File: config.mk
export PLATFORM = sky130hd
export DESIGN_NAME = coil_chopper_phase_control
export DESIGN_NICKNAME = d
export VERILOG_FILES = /design/src/hw/chopper_pkg.sv /design/src/hw/coil_sequencer.sv /design/src/hw/coil_chopper_phase_control.sv
export SDC_FILE = /design/constraint.sdc
export NUM_CORES = 1
export LEC_CHECK = 0
export ABC_AREA = 1
export BUFFER_PORTS_ARGS = -buffer_cell sky130_fd_sc_hd__buf_2
export CAP_MARGIN = 25
export CORE_MARGIN = 3
export CORE_UTILIZATION = 52
export CTS_CLUSTER_DIAMETER = 100
export CTS_CLUSTER_SIZE = 28
export DETAILED_ROUTE_END_ITERATION = 10
export HOLD_SLACK_MARGIN = 0.08
export PLACE_DENSITY = 0.81
export SETUP_SLACK_MARGIN = 0.15
export SLEW_MARGIN = 10
export SYNTH_ARGS = -nofsm -noshare
export SYNTH_HDL_FRONTEND = slang
export SYNTH_HIERARCHICAL = 1
export SYNTH_SLANG_ARGS = --single-unit
File: constraint.sdc
create_clock -name clock -period 1.85 [get_ports clock]
set_input_delay 0.4625 -clock clock [delete_from_list [all_inputs] [get_ports clock]]
set_output_delay 0.4625 -clock clock [all_outputs]
set_load 0.005 [all_outputs]
File: src/hw/chopper_pkg.sv
// shared constants and carriers for the coil chopper
package chopper_pkg;

  // ****************************************
  // timing constants
  // ****************************************
  localparam logic [8:0] BLANK_CYC_0 = 9'h010; // 16 clocks
  localparam logic [8:0] BLANK_CYC_1 = 9'h018; // 24 clocks
  localparam logic [8:0] BLANK_CYC_2 = 9'h024; // 36 clocks
  localparam logic [8:0] BLANK_CYC_3 = 9'h036; // 54 clocks
  localparam logic [8:0] SLOW_BASE_CYC = 9'h018; // 24 clocks
  localparam int SLOW_STEP_SHIFT = 5; // 32 clocks per off-time unit
  localparam int FAST_STEP_SHIFT = 7; // 128 clocks per fast-decay unit

  // ****************************************
  // ranges and modes
  // ****************************************
  localparam logic [3:0] OFF_TIME_DISABLED = 4'h0;
  localparam logic MODE_FOUR_PHASE = 1'b0;
  localparam logic MODE_CONST_OFF = 1'b1;
  localparam logic signed [8:0] CORR_MAX = 9'sh0ff;
  localparam logic signed [8:0] CORR_MIN = -9'sh0ff;
  localparam logic [8:0] CORR_RESET = 9'h000;
  localparam logic [7:0] TUNED_RESET = 8'h00;

  // ****************************************
  // types
  // ****************************************
  typedef enum logic [2:0] {
    PH_IDLE = 3'b000,
    PH_ON = 3'b001,
    PH_SLOW1 = 3'b010,
    PH_FAST = 3'b011,
    PH_SLOW2 = 3'b100
  } phase_e;

  typedef struct packed {
    logic [3:0] off_time_setting;
    logic [1:0] blank_time_select;
    logic [3:0] fast_time_setting;
    logic mode_select;
  } chop_cfg_s;

  typedef struct packed {
    logic on_drive;
    logic fast_drive;
    logic slow_drive;
  } bridge_s;

endpackage

File: src/hw/coil_sequencer.sv
// per-coil phase sequencer with blanking and timers
`timescale 1ns/1ps
`default_nettype none
module coil_sequencer (
  // clock and reset
  input wire logic clock,
  input wire logic rst_b,
  // configuration
  input wire chopper_pkg::chop_cfg_s cfg,
  // synchronised comparator trip
  input wire logic comp_trip,
  // bridge drive and state
  output chopper_pkg::bridge_s bridge,
  output chopper_pkg::phase_e phase
);
  import chopper_pkg::*;

  phase_e phase_reg, phase_next;
  logic [8:0] blank_reg, blank_next;
  logic [11:0] timer_reg, timer_next;
  bridge_s bridge_reg;

  // ****************************************
  // decode
  // ****************************************
  // blank length by select code
  wire logic [8:0] blank_len = (cfg.blank_time_select == 2'h0) ? BLANK_CYC_0 :
                               (cfg.blank_time_select == 2'h1) ? BLANK_CYC_1 :
                               (cfg.blank_time_select == 2'h2) ? BLANK_CYC_2 : BLANK_CYC_3;
  // slow decay 24 + 32*off
  wire logic [11:0] slow_len = 12'({3'h0, SLOW_BASE_CYC}
                               + (12'(cfg.off_time_setting) << SLOW_STEP_SHIFT));
  // fast decay timer 128*(n+1), up to 2048 so the timer needs 12 bits
  wire logic [11:0] fast_len =
    12'((12'(cfg.fast_time_setting) + 12'h001) << FAST_STEP_SHIFT);
  wire logic enabled = cfg.off_time_setting != OFF_TIME_DISABLED;
  wire logic blanked = blank_reg != 9'h000;
  wire logic trip_ok = comp_trip && !blanked;
  wire logic timer_done = timer_reg == 12'h001;
  wire logic const_off = cfg.mode_select == MODE_CONST_OFF;

  // next-phase selection
  always_comb begin
    phase_next = phase_reg;
    blank_next = blanked ? blank_reg - 9'h001 : blank_reg;
    timer_next = (timer_reg != 12'h000) ? timer_reg - 12'h001 : timer_reg;
    case (phase_reg)
      PH_IDLE: begin
        if (enabled) begin
          phase_next = PH_ON;
          blank_next = blank_len;
        end
      end
      PH_ON: begin
        if (trip_ok) begin
          phase_next = const_off ? PH_FAST : PH_SLOW1;
          if (const_off) begin
            timer_next = fast_len;
            blank_next = blank_len;
          end else begin
            timer_next = slow_len;
          end
        end
      end
      PH_SLOW1: begin
        if (timer_done) begin
          phase_next = PH_FAST;
          timer_next = fast_len;
          blank_next = blank_len;
        end
      end
      PH_FAST: begin
        if (trip_ok || timer_done) begin
          phase_next = const_off ? PH_SLOW1 : PH_SLOW2;
          timer_next = slow_len;
        end
      end
      PH_SLOW2: begin
        if (timer_done) begin
          phase_next = PH_ON;
          blank_next = blank_len;
        end
      end
      default: phase_next = PH_IDLE;
    endcase
    // constant off-time: slow decay returns to on
    if (phase_reg == PH_SLOW1 && const_off && timer_done) begin
      phase_next = PH_ON;
      timer_next = 12'h000;
      blank_next = blank_len;
    end
    if (!enabled) begin
      phase_next = PH_IDLE;
      timer_next = 12'h000;
      blank_next = 9'h000;
    end
  end

  // state registers
  always_ff @(posedge clock) begin
    if (!rst_b) begin
      phase_reg <= PH_IDLE;
      blank_reg <= 9'h000;
      timer_reg <= 11'h000;
      bridge_reg <= '0;
    end else begin
      phase_reg <= phase_next;
      blank_reg <= blank_next;
      timer_reg <= timer_next;
      bridge_reg.on_drive <= phase_next == PH_ON;
      bridge_reg.fast_drive <= phase_next == PH_FAST;
      bridge_reg.slow_drive <= phase_next == PH_SLOW1 || phase_next == PH_SLOW2;
    end
  end

  assign bridge = bridge_reg;
  assign phase = phase_reg;
endmodule
`default_nettype wire

File: src/hw/coil_chopper_phase_control.sv
// two-coil chopper top with pwm correction readback holding
`timescale 1ns/1ps
`default_nettype none
module coil_chopper_phase_control (
  // clock and reset
  input wire logic clock,
  input wire logic rst_b,
  // configuration
  input wire chopper_pkg::chop_cfg_s cfg,
  input wire logic current_mode,
  // voltage regulator values
  input wire logic signed [8:0] regulator_correction,
  input wire logic [7:0] regulator_gradient,
  input wire logic [7:0] regulator_offset,
  // comparator pins per coil
  input wire logic [1:0] comp_pin,
  // bridge drive per coil
  output chopper_pkg::bridge_s [1:0] bridge,
  output chopper_pkg::phase_e [1:0] phase,
  output logic driver_enable,
  // readback
  output logic signed [8:0] correction_readback,
  output logic [7:0] tuned_gradient_readback,
  output logic [7:0] tuned_offset_readback
);
  import chopper_pkg::*;

  logic [1:0] comp_meta_reg;
  logic [1:0] comp_sync_reg;
  logic signed [8:0] corr_reg;
  logic [7:0] grad_reg;
  logic [7:0] ofs_reg;
  logic drv_reg;

  // ****************************************
  // comparator synchronisers
  // ****************************************
  // two flops per pin
  always_ff @(posedge clock) begin
    if (!rst_b) begin
      comp_meta_reg <= 2'h0;
      comp_sync_reg <= 2'h0;
    end else begin
      comp_meta_reg <= comp_pin;
      comp_sync_reg <= comp_meta_reg;
    end
  end

  // ****************************************
  // one chopper per coil
  // ****************************************
  generate
    for (genvar c = 0; c < 2; c++) begin : g_coil
      coil_sequencer u_seq (
        .clock(clock),
        .rst_b(rst_b),
        .cfg(cfg),
        .comp_trip(comp_sync_reg[c]),
        .bridge(bridge[c]),
        .phase(phase[c])
      );
    end
  endgenerate

  // ****************************************
  // readback and enable
  // ****************************************
  // clamp correction to its range
  wire logic signed [8:0] corr_clamped =
    (regulator_correction < CORR_MIN) ? CORR_MIN : regulator_correction;

  // capture correction unless current chopper active; gradient and offset every cycle
  always_ff @(posedge clock) begin
    if (!rst_b) begin
      corr_reg <= CORR_RESET;
      grad_reg <= TUNED_RESET;
      ofs_reg <= TUNED_RESET;
      drv_reg <= 1'b0;
    end else begin
      if (!current_mode) begin
        corr_reg <= corr_clamped;
      end
      grad_reg <= regulator_gradient;
      ofs_reg <= regulator_offset;
      drv_reg <= cfg.off_time_setting != OFF_TIME_DISABLED;
    end
  end

  assign correction_readback = corr_reg;
  assign tuned_gradient_readback = grad_reg;
  assign tuned_offset_readback = ofs_reg;
  assign driver_enable = drv_reg;
endmodule
`default_nettype wire

### Yosys cells after proc, flatten, opt, wreduce, memory -nomap -nowiden

Cells that the tools add are included.
Widths: inputs -> output; s select.

| word-level totals | value |
|---|---|
| logic and storage cells | 115 |
| flip-flop bits (word level) | 84 |
| bits of input ports | 41 |
| output and inout port bits | 38 |

| cells by class | value |
|---|---|
| reduce and logical (&&, ||, !) cells | 25 |
| magnitude comparators | 1 |
| muxes and demuxes | 43 |
| equality and inequality tests | 20 |
| $add $sub $neg | 6 |
| bitwise gates (word level) | 2 |

Operator list:

| cell | number |
|---|---|
| $mux 9 | 13 |
| $mux 12 | 9 |
| $pmux 12 s3 | 2 |
| $pmux 9 s3 | 2 |
| $mux 3 | 13 |
| $pmux 3 s5 | 2 |
| $eq 12x1->1 const B | 2 |
| $eq 3x2->1 const B | 8 |
| $reduce_bool 12->1 | 2 |
| $sub 12x1->12 const B | 2 |
| $reduce_bool 9->1 | 2 |
| $sub 9x1->9 const B | 2 |
| $eq 3x1->1 const B | 4 |
| $eq 3x3->1 const B | 4 |
| $add 5x9->10 const A | 1 |
| $lt 9x9->1 const B | 1 |
| $logic_and 1x1->1 | 6 |
| $logic_not 3->1 | 2 |
| $reduce_or 3->1 | 2 |
| $add 4x1->5 const B | 1 |
| $mux 5 | 1 |
| $logic_or 1x1->1 | 4 |
| $reduce_bool 4->1 | 1 |
| $reduce_or 2->1 | 2 |
| other kinds (7) | 9 |

### Longest topological paths before layout

Gate-level depths: netlist of run 1.

| depth | value |
|---|---|
| word-level depth | 10 |
| mapped depth | 14 |

### By module

The synthesis of run 1 kept the hierarchy.

Modules (own cells, without submodules):

| module | instances | seq. area each (um2) | area an instance (um2) | cells each |
|---|---|---|---|---|
| coil_sequencer at g_coil[1].u_seq | 1 | 540.5 | 2,057.0 | 331 |
| coil_sequencer at g_coil[0].u_seq | 1 | 540.5 | 1,953.1 | 309 |
| coil_chopper_phase_control | 1 | 600.6 | 962.2 | 114 |

### Worst setup path before layout of run 1

No wires, ideal clock.

| path | value |
|---|---|
| path type | reg-to-reg |
| from | register g_coil[0].u_seq.timer_reg[0] |
| to | register g_coil[0].u_seq.timer_reg[8] |
| path slack | 273 ps |
| period minus slack after synthesis | 1,577 ps |
| data required time | 1,733 ps |
| library setup time | 117 ps |
| cell stages (with the launch flop) | 11 |
| data arrival time | 1,460 ps |
| cells stage by stage | dfxtp_1 inv_1 ha_1 nor3b_2 nand2_2 nor2_4 inv_1 nand3_1 nor2_1 nor2_1 nor2_1 |

| between the ends | value |
|---|---|
| longest elaborated chain between the ends | 4 |
| elaborated cells between the ends (all ways) | 11 |
| classes of those cells | 1 x add/sub; 1 x eq/ne; 5 x mux; 4 x reduce/logical |

RTL lines:

| item | RTL line | text |
|---|---|---|
| from (decl) | coil_sequencer.sv:20 | `logic [11:0] timer_reg, timer_next;` |
| from (signal assigned) | coil_sequencer.sv:109 | `timer_reg <= timer_next;` |
| $sub 12x1->12, or another cell as far along | coil_sequencer.sv:46 | `timer_next = (timer_reg != 12'h000) ? timer_reg - 12'h001 : timer_reg;` |
| $mux 12 / $logic_or 1x1->1 (equally long branches) | coil_sequencer.sv:46, coil_sequencer.sv:73 |  |
| $mux 12, on equally long branches | coil_sequencer.sv:73, coil_sequencer.sv:55, coil_sequencer.sv:66 |  |
| $pmux 12 s3 | coil_sequencer.sv:47 | `case (phase_reg)` |

Parallel ways exist; a longest one is shown, timed or not.
A chain may end at the register's enable or synchronous reset.

### Final worst setup path of run 1

| path | value |
|---|---|
| from | register g_coil[0].u_seq.blank_reg[0] |
| to | register g_coil[0].u_seq.timer_reg[1] |

| between the ends | value |
|---|---|
| longest elaborated chain between the ends | 6 |
| elaborated cells between the ends (all ways) | 7 |
| classes of those cells | 3 x mux; 4 x reduce/logical |

RTL lines:

| item | RTL line | text |
|---|---|---|
| from (decl) | coil_sequencer.sv:19 | `logic [8:0] blank_reg, blank_next;` |
| from (signal assigned) | coil_sequencer.sv:108 | `blank_reg <= blank_next;` |
| $reduce_bool 9->1 * | coil_sequencer.sv:37 | `wire logic blanked = blank_reg != 9'h000;` |
| $logic_not 1->1 * | coil_sequencer.sv:38 | `wire logic trip_ok = comp_trip && !blanked;` |
| $logic_and 1x1->1 * | coil_sequencer.sv:38 |  |
| $logic_or 1x1->1 | coil_sequencer.sv:73 | `if (trip_ok \|\| timer_done) begin` |
| $mux 12 | coil_sequencer.sv:73 |  |
| $pmux 12 s3 * | coil_sequencer.sv:47 |  |

Mark *: on every way between the ends. The rest lies on a longest branch, timed or not.

==> results of run 1 <==
[report_power, final]
group          internal [W]  switching (W)  leakage [nW]
combinational       0.00209        0.00316          2.45
clock              0.000551       0.000723        0.0958
sequential          0.00220       0.000337         0.697
total               0.00484        0.00422          3.25
[path summary, 6_finish.rpt]
kind | from | endpoint | slack, ps | cells after the start
setup / recovery | g_coil[0].u_seq/blank_reg[0] | g_coil[0].u_seq/timer_reg[1] | 230 | 11
hold / removal | regulator_offset[0] | tuned_offset_readback[0] | 270 | 3
setup reg to reg | g_coil[0].u_seq/blank_reg[0] | g_coil[0].u_seq/timer_reg[1] | 230 | 11
hold reg to reg | comp_meta_reg[0] | comp_sync_reg[0] | 430 | 2
[area by class of cell]
cell class	count	area (µm²)	share of cell area, %
multi-input combinational	545	3080	49.2
clock inverter	6	53.8	0.862
sequential	84	1700	27.2
inverter	120	460	7.37
tap	129	161	2.58
clock buffer	10	138	2.20
timing repair buffer	113	657	10.5
[through the flow]
| stage | instances | instance area, µm² | setup slack [ps] | util (%) |
|---|---|---|---|---|
| 2_1_floorplan | 754 | 4970 | 273 | - |
| 3_3_place_gp | 965 | 5560 | 169 | 59.9 |
| 3_5_place_dp | 965 | 5560 | 114 | 59.9 |
| 4_1_cts | 983 | 5800 | 154 | 62.5 |
| 5_1_grt | 1007 | 6240 | 48.9 | 67.3 |
| 6_report | 1007 | 6240 | 225 | 67.3 |
[synthesized netlist by cell type]
master	instances	area [µm²]
a21oi_2	1	8.76
nand4_2	2	25.0
nor2_8	1	20.0
xor2_1	10	87.6
nor2_2	12	75.1
clkinv_1	1	3.75
nand3_1	60	300
nand3_2	8	80.1
xnor2_1	7	61.3
nor3_4	2	32.5
inv_1	108	405
o21ai_1	6	30.0
o21ai_2	2	17.5
nand4_1	13	81.3
buf_4	1	7.51
nor2_1	105	394
o21ai_0	37	185
inv_4	2	12.5
a21oi_1	25	125
o21a_1	1	7.51
ha_1	11	138
or2_2	1	6.26
inv_2	9	33.8
nand2_4	5	56.3
nand2_2	14	87.6
a21boi_1	1	7.51
o211ai_1	2	15.0
a31oi_1	1	6.26
nor3b_1	5	37.5
dfxtp_1	84	1680
nor2_4	8	90.1
nor3_1	19	95.1
nor3b_2	1	12.5
o31ai_1	1	7.51
nand3_4	1	17.5
buf_2	4	20.0
nand2_1	179	672
o22ai_1	2	12.5
nand3b_1	2	15.0
[per-layer routing]
| metal | GRT usage [%] | up-vias | share of wire (%) |
|---|---|---|---|
| met5 | 0 | - | 0 |
| met4 | 7.98 | 0 | 1.5 |
| li1 | - | 2632 | - |
| met1 | 30.3 | 2284 | 46 |
| met2 | 34.6 | 164 | 45 |
| met3 | 5.11 | 16 | 7.3 |
[logic make-up (layout without fill, tap and decap cells)]
group                      Yosys count  after routing  synth area share (%)
and+or+nand+nor                    438            438                  42.2
AOI/OAI and AO/OA                   79             79                  8.51
adders and majority gates           11             11                  2.77
DFF                                 84             84                  33.8
xor gates and xnor gates            17             17                  2.99
buffers and inverters              125            249                  9.71
[worst register-to-register path, delay by kind of cell, from the launching register on]
| family | cells | cell delay, ps |
|---|---|---|
| fa+ha+maj | 1 | 130 |
| buf+inv | 2 | 110 |
| flops | 1 | 330 |
| simple gates | 8 | 940 |
[what timing repair did]
action | 4_1_cts | 5_1_grt
hold endpoints to repair | 0 | 0
pin swaps | 2 | 28
gates resized for setup | 10 | 81
setup buffers | 2 | 24
endpoints found under the setup margin | 17 | 54
[layout by cell type (no fill, tap or decap), types with 12 or more instances in the layout]
master / n
o21ai_0: 32
nand2_1: 165
nand4_1: 13
inv_2: 20
a21oi_1: 25
buf_4: 34
nor2_2: 12
buf_2: 78
nand2_2: 22
inv_1: 97
nor3_1: 16
nand3_1: 58
dfxtp_1: 74
nor2_4: 16
nor2_1: 97
==> metrics.cfg, run 1 <==
[synthesis]
seq_area_frac_synth_pct=33.8
syn-cell-area_um2=4970
synthesis.nets=806
yosysWarnings=6
syn-instance-count=754
syn_avg_cell_area_um2=6.59
ys_ff_latch=84
synthDistinctLibCells=39

[routing]
drtIter0Drc=323
viasPerCell=5.06
routed_wl_um=12600
drt-pass1-iter-count=5
dr_total_vias=5096
wire_per_inst_um=12.6
ant_nets=0
drc=0

[cts]
cts_buffer_depth=2
cts_buffers=9
htreeDepth=3
cts.sinks=84
cts.clk_slew.worst_paths_ps=90
clock-root-buffer=clkbuf_8
cts_tree=done
cts-hold-fix-buffers=0
clkLatencyLatePin_ps=360

[power]
p_leak_nw=3.25
ir_drop_v=0.000709
power_w=0.00906
power.density_nw_per_um2=1450

[worst_setup_path]
crit_arrival_ps=1880
crit_buf_inv=2
cp_top_family=simple AND/OR/NAND/NOR gates
cp.required_ps=2100
start_kind=flip-flop
path_max_fanout=5
cp-end-kind=flip-flop
worst_path_largest_cell_delay_ps=330
path_cells=inv_2 -> ha_4 -> inv_2 -> nor2_2 -> nand2_2 -> nor2_8 -> nand2_4 -> nand3_4 -> nand4_1 -> nand2_2 -> nor2_1
slowest_stage=dfxtp_2
worstSetupPathType=flip-flop to flip-flop

[timing]
worst_pin_slew_ps=557
rsz0062_at_grt=yes
finalSetupViolCount=0
timing.final.max_slew_violations=0
timing.final.crit_period_ps=1620
period_share_pct=87.8
relSlewSlack_pct=62.7
hold_ws_ps=273
finalHoldViolations=0
setup_tns_ps=0
finClkSkew_ps=8.70
fmax_mhz=616

[floorplan]
die_w_um=104
die-area_um2=10800
rows=35
start_util_pct=53.6
die_h_um=104
pin_count=79
fp.coreArea_um2=9280

[cells_and_area]
fillers=814
drive_gt1_share_pct=28.9
syn2layout_area_growth_pct=25.6
largest_register_ffs=24
final_nets=925
antennaDiodeCount=0

[hold_path]
hold_path_class=primary input to flip-flop

[grt]
track_usage_pct=22.2
antenna_found_initial=0
grt_pass1_vias=4561
grt_first_pass_wirelength_um=20200
grt_max_degree=24
grt_remaining_overflow=0

[placed_design]
port_buffers=78
dp_hpwl_um=9210
gp_congestion=0.920

[status]
outcome=completed

[job]
drv_cap=0

No activity file was read; power rests on OpenSTA's default activity.
==> run 2, diff against run 1 <==
--- a/config.mk
+++ b/config.mk
@@ -5,7 +5,6 @@
 export SDC_FILE = /design/constraint.sdc
 export NUM_CORES = 1
 export LEC_CHECK = 0
-export ABC_AREA = 1
 export BUFFER_PORTS_ARGS = -buffer_cell sky130_fd_sc_hd__buf_2
 export CAP_MARGIN = 25
 export CORE_MARGIN = 3
@@ -14,7 +13,7 @@
 export CTS_CLUSTER_SIZE = 28
 export DETAILED_ROUTE_END_ITERATION = 10
 export HOLD_SLACK_MARGIN = 0.08
-export PLACE_DENSITY = 0.81
+export PLACE_DENSITY = 0.82
 export SETUP_SLACK_MARGIN = 0.15
 export SLEW_MARGIN = 10
 export SYNTH_ARGS = -nofsm -noshare
==> run 2 against run 1 <==
Compared with the run above: the flow now finishes with violations (negative setup slack); combinational power rose by 18%; power increased by 11%; via count grew 8.2%; core utilization is 18 points higher; non-clock buffer count increased by 112; critical path depth is 2 lower; setup slack got worse by 490 ps; register-to-register slack lost 490 ps; die area fell by 3.9%; first-iteration DRC count grew 45%; cell count decreased by 16%.
==> metrics.cfg, run 2 <==
[status]
outcome=finished with violations
violations=negative setup slack

[worst_setup_path]
path_cells=inv_2 -> ha_4 -> nor4b_4 -> buf_4 -> nand4_1 -> a21oi_2 -> buf_6 -> nor3_2 -> a221o_1
reg2reg_slack_ps=-270  ; -490 ps
crit_arrival_ps=2390  ; +510 ps
start_kind=flip-flop
worst_path_largest_cell_delay_ps=350  ; +20 ps
slowest_stage=dfxtp_2
cp-end-kind=flip-flop
path_max_fanout=4  ; -1
worstSetupPathType=flip-flop to flip-flop
cp.required_ps=2120  ; +20 ps

[cells_and_area]
final_cell_mix=buf_4 (119), buf_2 (76), dfxtp_1 (67)
multi_input_area_um2=3710  ; +21%
fillers=417  ; -49%
final_nets=786  ; -15%
layout_commonest_cell=buf_4
fin_util_pct=84.8  ; +18 points
regArea_um2=1710  ; +0.81%
drive_gt1_share_pct=55.1  ; +26 points
stdcell_count=847  ; -16%
syn2layout_area_growth_pct=56.6
antennaDiodeCount=0  ; unchanged
largest_register_ffs=24  ; unchanged

[cts]
clock-root-buffer=clkbuf_8
cts_buffer_depth=2  ; unchanged
htreeDepth=3  ; unchanged
clkLatencyLatePin_ps=380  ; +20 ps
cts_tree=done
cts.sinks=84  ; unchanged
cts_buffers=9  ; unchanged
cts.clk_slew.worst_paths_ps=90  ; about the same

[placed_design]
dp.cells=790  ; -18%
pre_cts_ws_ps=-443  ; -557 ps
dp_hpwl_um=10000  ; +8.5%
gp_congestion=0.934  ; +1.5%
port_buffers=78  ; unchanged

[synthesis]
synth_area_leader_cell=dfxtp_1
synth_top_area_share_pct=35.3  ; +1.5 points
synthFlopType=dfxtp_1
yosysWarnings=6  ; unchanged
synth_edf_count=0  ; unchanged
synthDistinctLibCells=86  ; +120%
syn_avg_cell_area_um2=9.13  ; +38%
syn-instance-count=522  ; -31%
ys_ff_latch=84  ; unchanged
synth_common_cells=dfxtp_1 (84), nor2_1 (30), nand2_1 (28)
syn-cell-area_um2=4770  ; -4.2%
synthesis.nets=574  ; -29%
synthArstFlopShare_pct=0  ; unchanged
synth_most_common_cell=dfxtp_1
ys_top_cells_by_area=dfxtp_1 (35%), and2_1 (2.9%), ha_1 (2.9%)
seq_area_frac_synth_pct=35.3  ; +1.5 points

[power]
power_w=0.0101  ; +11%
power.density_nw_per_um2=1350  ; -7.1%
p_leak_nw=3.13  ; -3.7%
ir_drop_v=0.000911  ; +29%

[timing]
timing.final.crit_period_ps=2120  ; +495 ps
period_share_pct=115  ; +27 points
finalHoldViolations=0  ; unchanged
fmax_mhz=472  ; -23%
rsz0062_at_grt=yes
finalSetupViolCount=47  ; +47
timing.final.max_slew_violations=0  ; unchanged
finClkSkew_ps=8.80  ; +0.103 ps
postLayoutSetupSlackWorst_ps=-270  ; -495 ps
relSlewSlack_pct=61.3  ; -1.4 points
worst_pin_slew_ps=572  ; +14.9 ps
hold_ws_ps=285  ; +11.6 ps

[floorplan]
rows=34  ; -2.9%
start_util_pct=54.1  ; +0.56 points
die_h_um=102  ; -2.0%
fp.coreArea_um2=8810  ; -5.1%
die_w_um=102  ; -2.0%
pin_count=79  ; unchanged
die-area_um2=10400  ; -3.9%

[grt]
antenna_found_initial=0  ; unchanged
track_usage_pct=30.8  ; +8.6 points
grt_max_degree=24  ; unchanged
grt_remaining_overflow=0  ; unchanged
grt_first_pass_wirelength_um=25300  ; +25%
grt_pass1_vias=5070  ; +11%

[routing]
dr_total_vias=5514  ; +8.2%
drc=0  ; unchanged
wire_per_inst_um=22.1  ; +76%
routed_wl_um=18700  ; +48%
drt-pass1-iter-count=7  ; +2
ant_nets=0  ; unchanged
viasPerCell=6.51  ; +29%
drtIter0Drc=469  ; +45%

[job]
drv_cap=0  ; unchanged

[hold_path]
hold_path_class=primary input to flip-flop

run 2: cell types whose count changed in the layout (fill, tap and decap cells not counted), moves of 10 or more:
| cell | delta |
|---|---|
| nand2_1 | -140 |
| and2_1 | +21 |
| inv_1 | -84 |
| o21ai_0 | -29 |
| nand2_2 | -21 |
| a21oi_1 | -18 |
| buf_4 | +85 |
| nor2_4 | -15 |
| inv_2 | -14 |
| buf_6 | +25 |
| nor2_1 | -70 |
| nor2_2 | -10 |
| nand3_1 | -45 |
run 2: repair_timing:
action	4_1_cts	5_1_grt
cloned	0	1
buffers inserted	18	22
hold endpoints to repair	0	0
endpoints found under the setup margin	61	61
hold buffers	0	0
pin swaps	52	28
resized for setup	86	77
run 2: cell type report:
| cell class | count | area share (%) |
|---|---|---|
| clock inverter | 7 | 1.01 |
| multi-input combinational | 395 | 49.7 |
| clock buffer | 9 | 1.66 |
| sequential | 84 | 22.9 |
| inverter | 19 | 0.955 |
| timing repair buffer | 225 | 21.9 |
| tap | 108 | 1.81 |
run 2: cells by family after synthesis:
family,count (synthesis),share of synthesized area [%]
and+or+nand+nor,228,30.2
AOI/OAI and AO/OA,117,19.9
DFF,84,35.3
buffers and inverters,43,4.20
xor gates and xnor gates,28,5.15
muxes,11,2.36
adders and majority gates,11,2.89
run 2: metrics by stage:
stage	setup TNS, ps	area [µm²]
floorplan	-1010	4970
global placement	-3130	6160
detailed placement	-4860	6160
CTS	-904	6890
global route	-6960	7460
finish	-5480	7460
run 2: worst paths after layout:
kind	from	endpoint	cells after the start
worst max-delay path	g_coil[0].u_seq/blank_reg[1]	g_coil[0].u_seq/timer_reg[8]	9
worst min-delay path	comp_pin[0]	comp_meta_reg[0]	2
worst max register to register	g_coil[0].u_seq/blank_reg[1]	g_coil[0].u_seq/timer_reg[8]	9
worst min register to register	comp_meta_reg[1]	comp_sync_reg[1]	1
run 2: routing by layer:
| metal | GRT usage, % | up-vias | share of wire, % |
|---|---|---|---|
| li1 | - | 2377 | - |
| met1 | 36.0 | 2657 | 37 |
| met2 | 55.0 | 374 | 50 |
| met3 | 5.79 | 106 | 7.4 |
| met4 | 13.0 | 0 | 5.2 |
| met5 | 0 | - | 0 |
run 2: report_power, final:
group / internal [W] / switching, W / leakage [nW] / total (W)
registers: 0.00213 / 0.000338 / 0.700 / 0.00247
logic: 0.00311 / 0.00308 / 2.32 / 0.00619
clock network: 0.000632 / 0.000760 / 0.104 / 0.00139
run 2: critical path, delay by kind of cell (launching register included):
family / cells / cell delay [ps]
AOI/OAI and AO/OA: 2 / 580
buffers and inverters: 3 / 440
and+or+nand+nor: 3 / 520
DFF: 1 / 350
adders and majority gates: 1 / 120
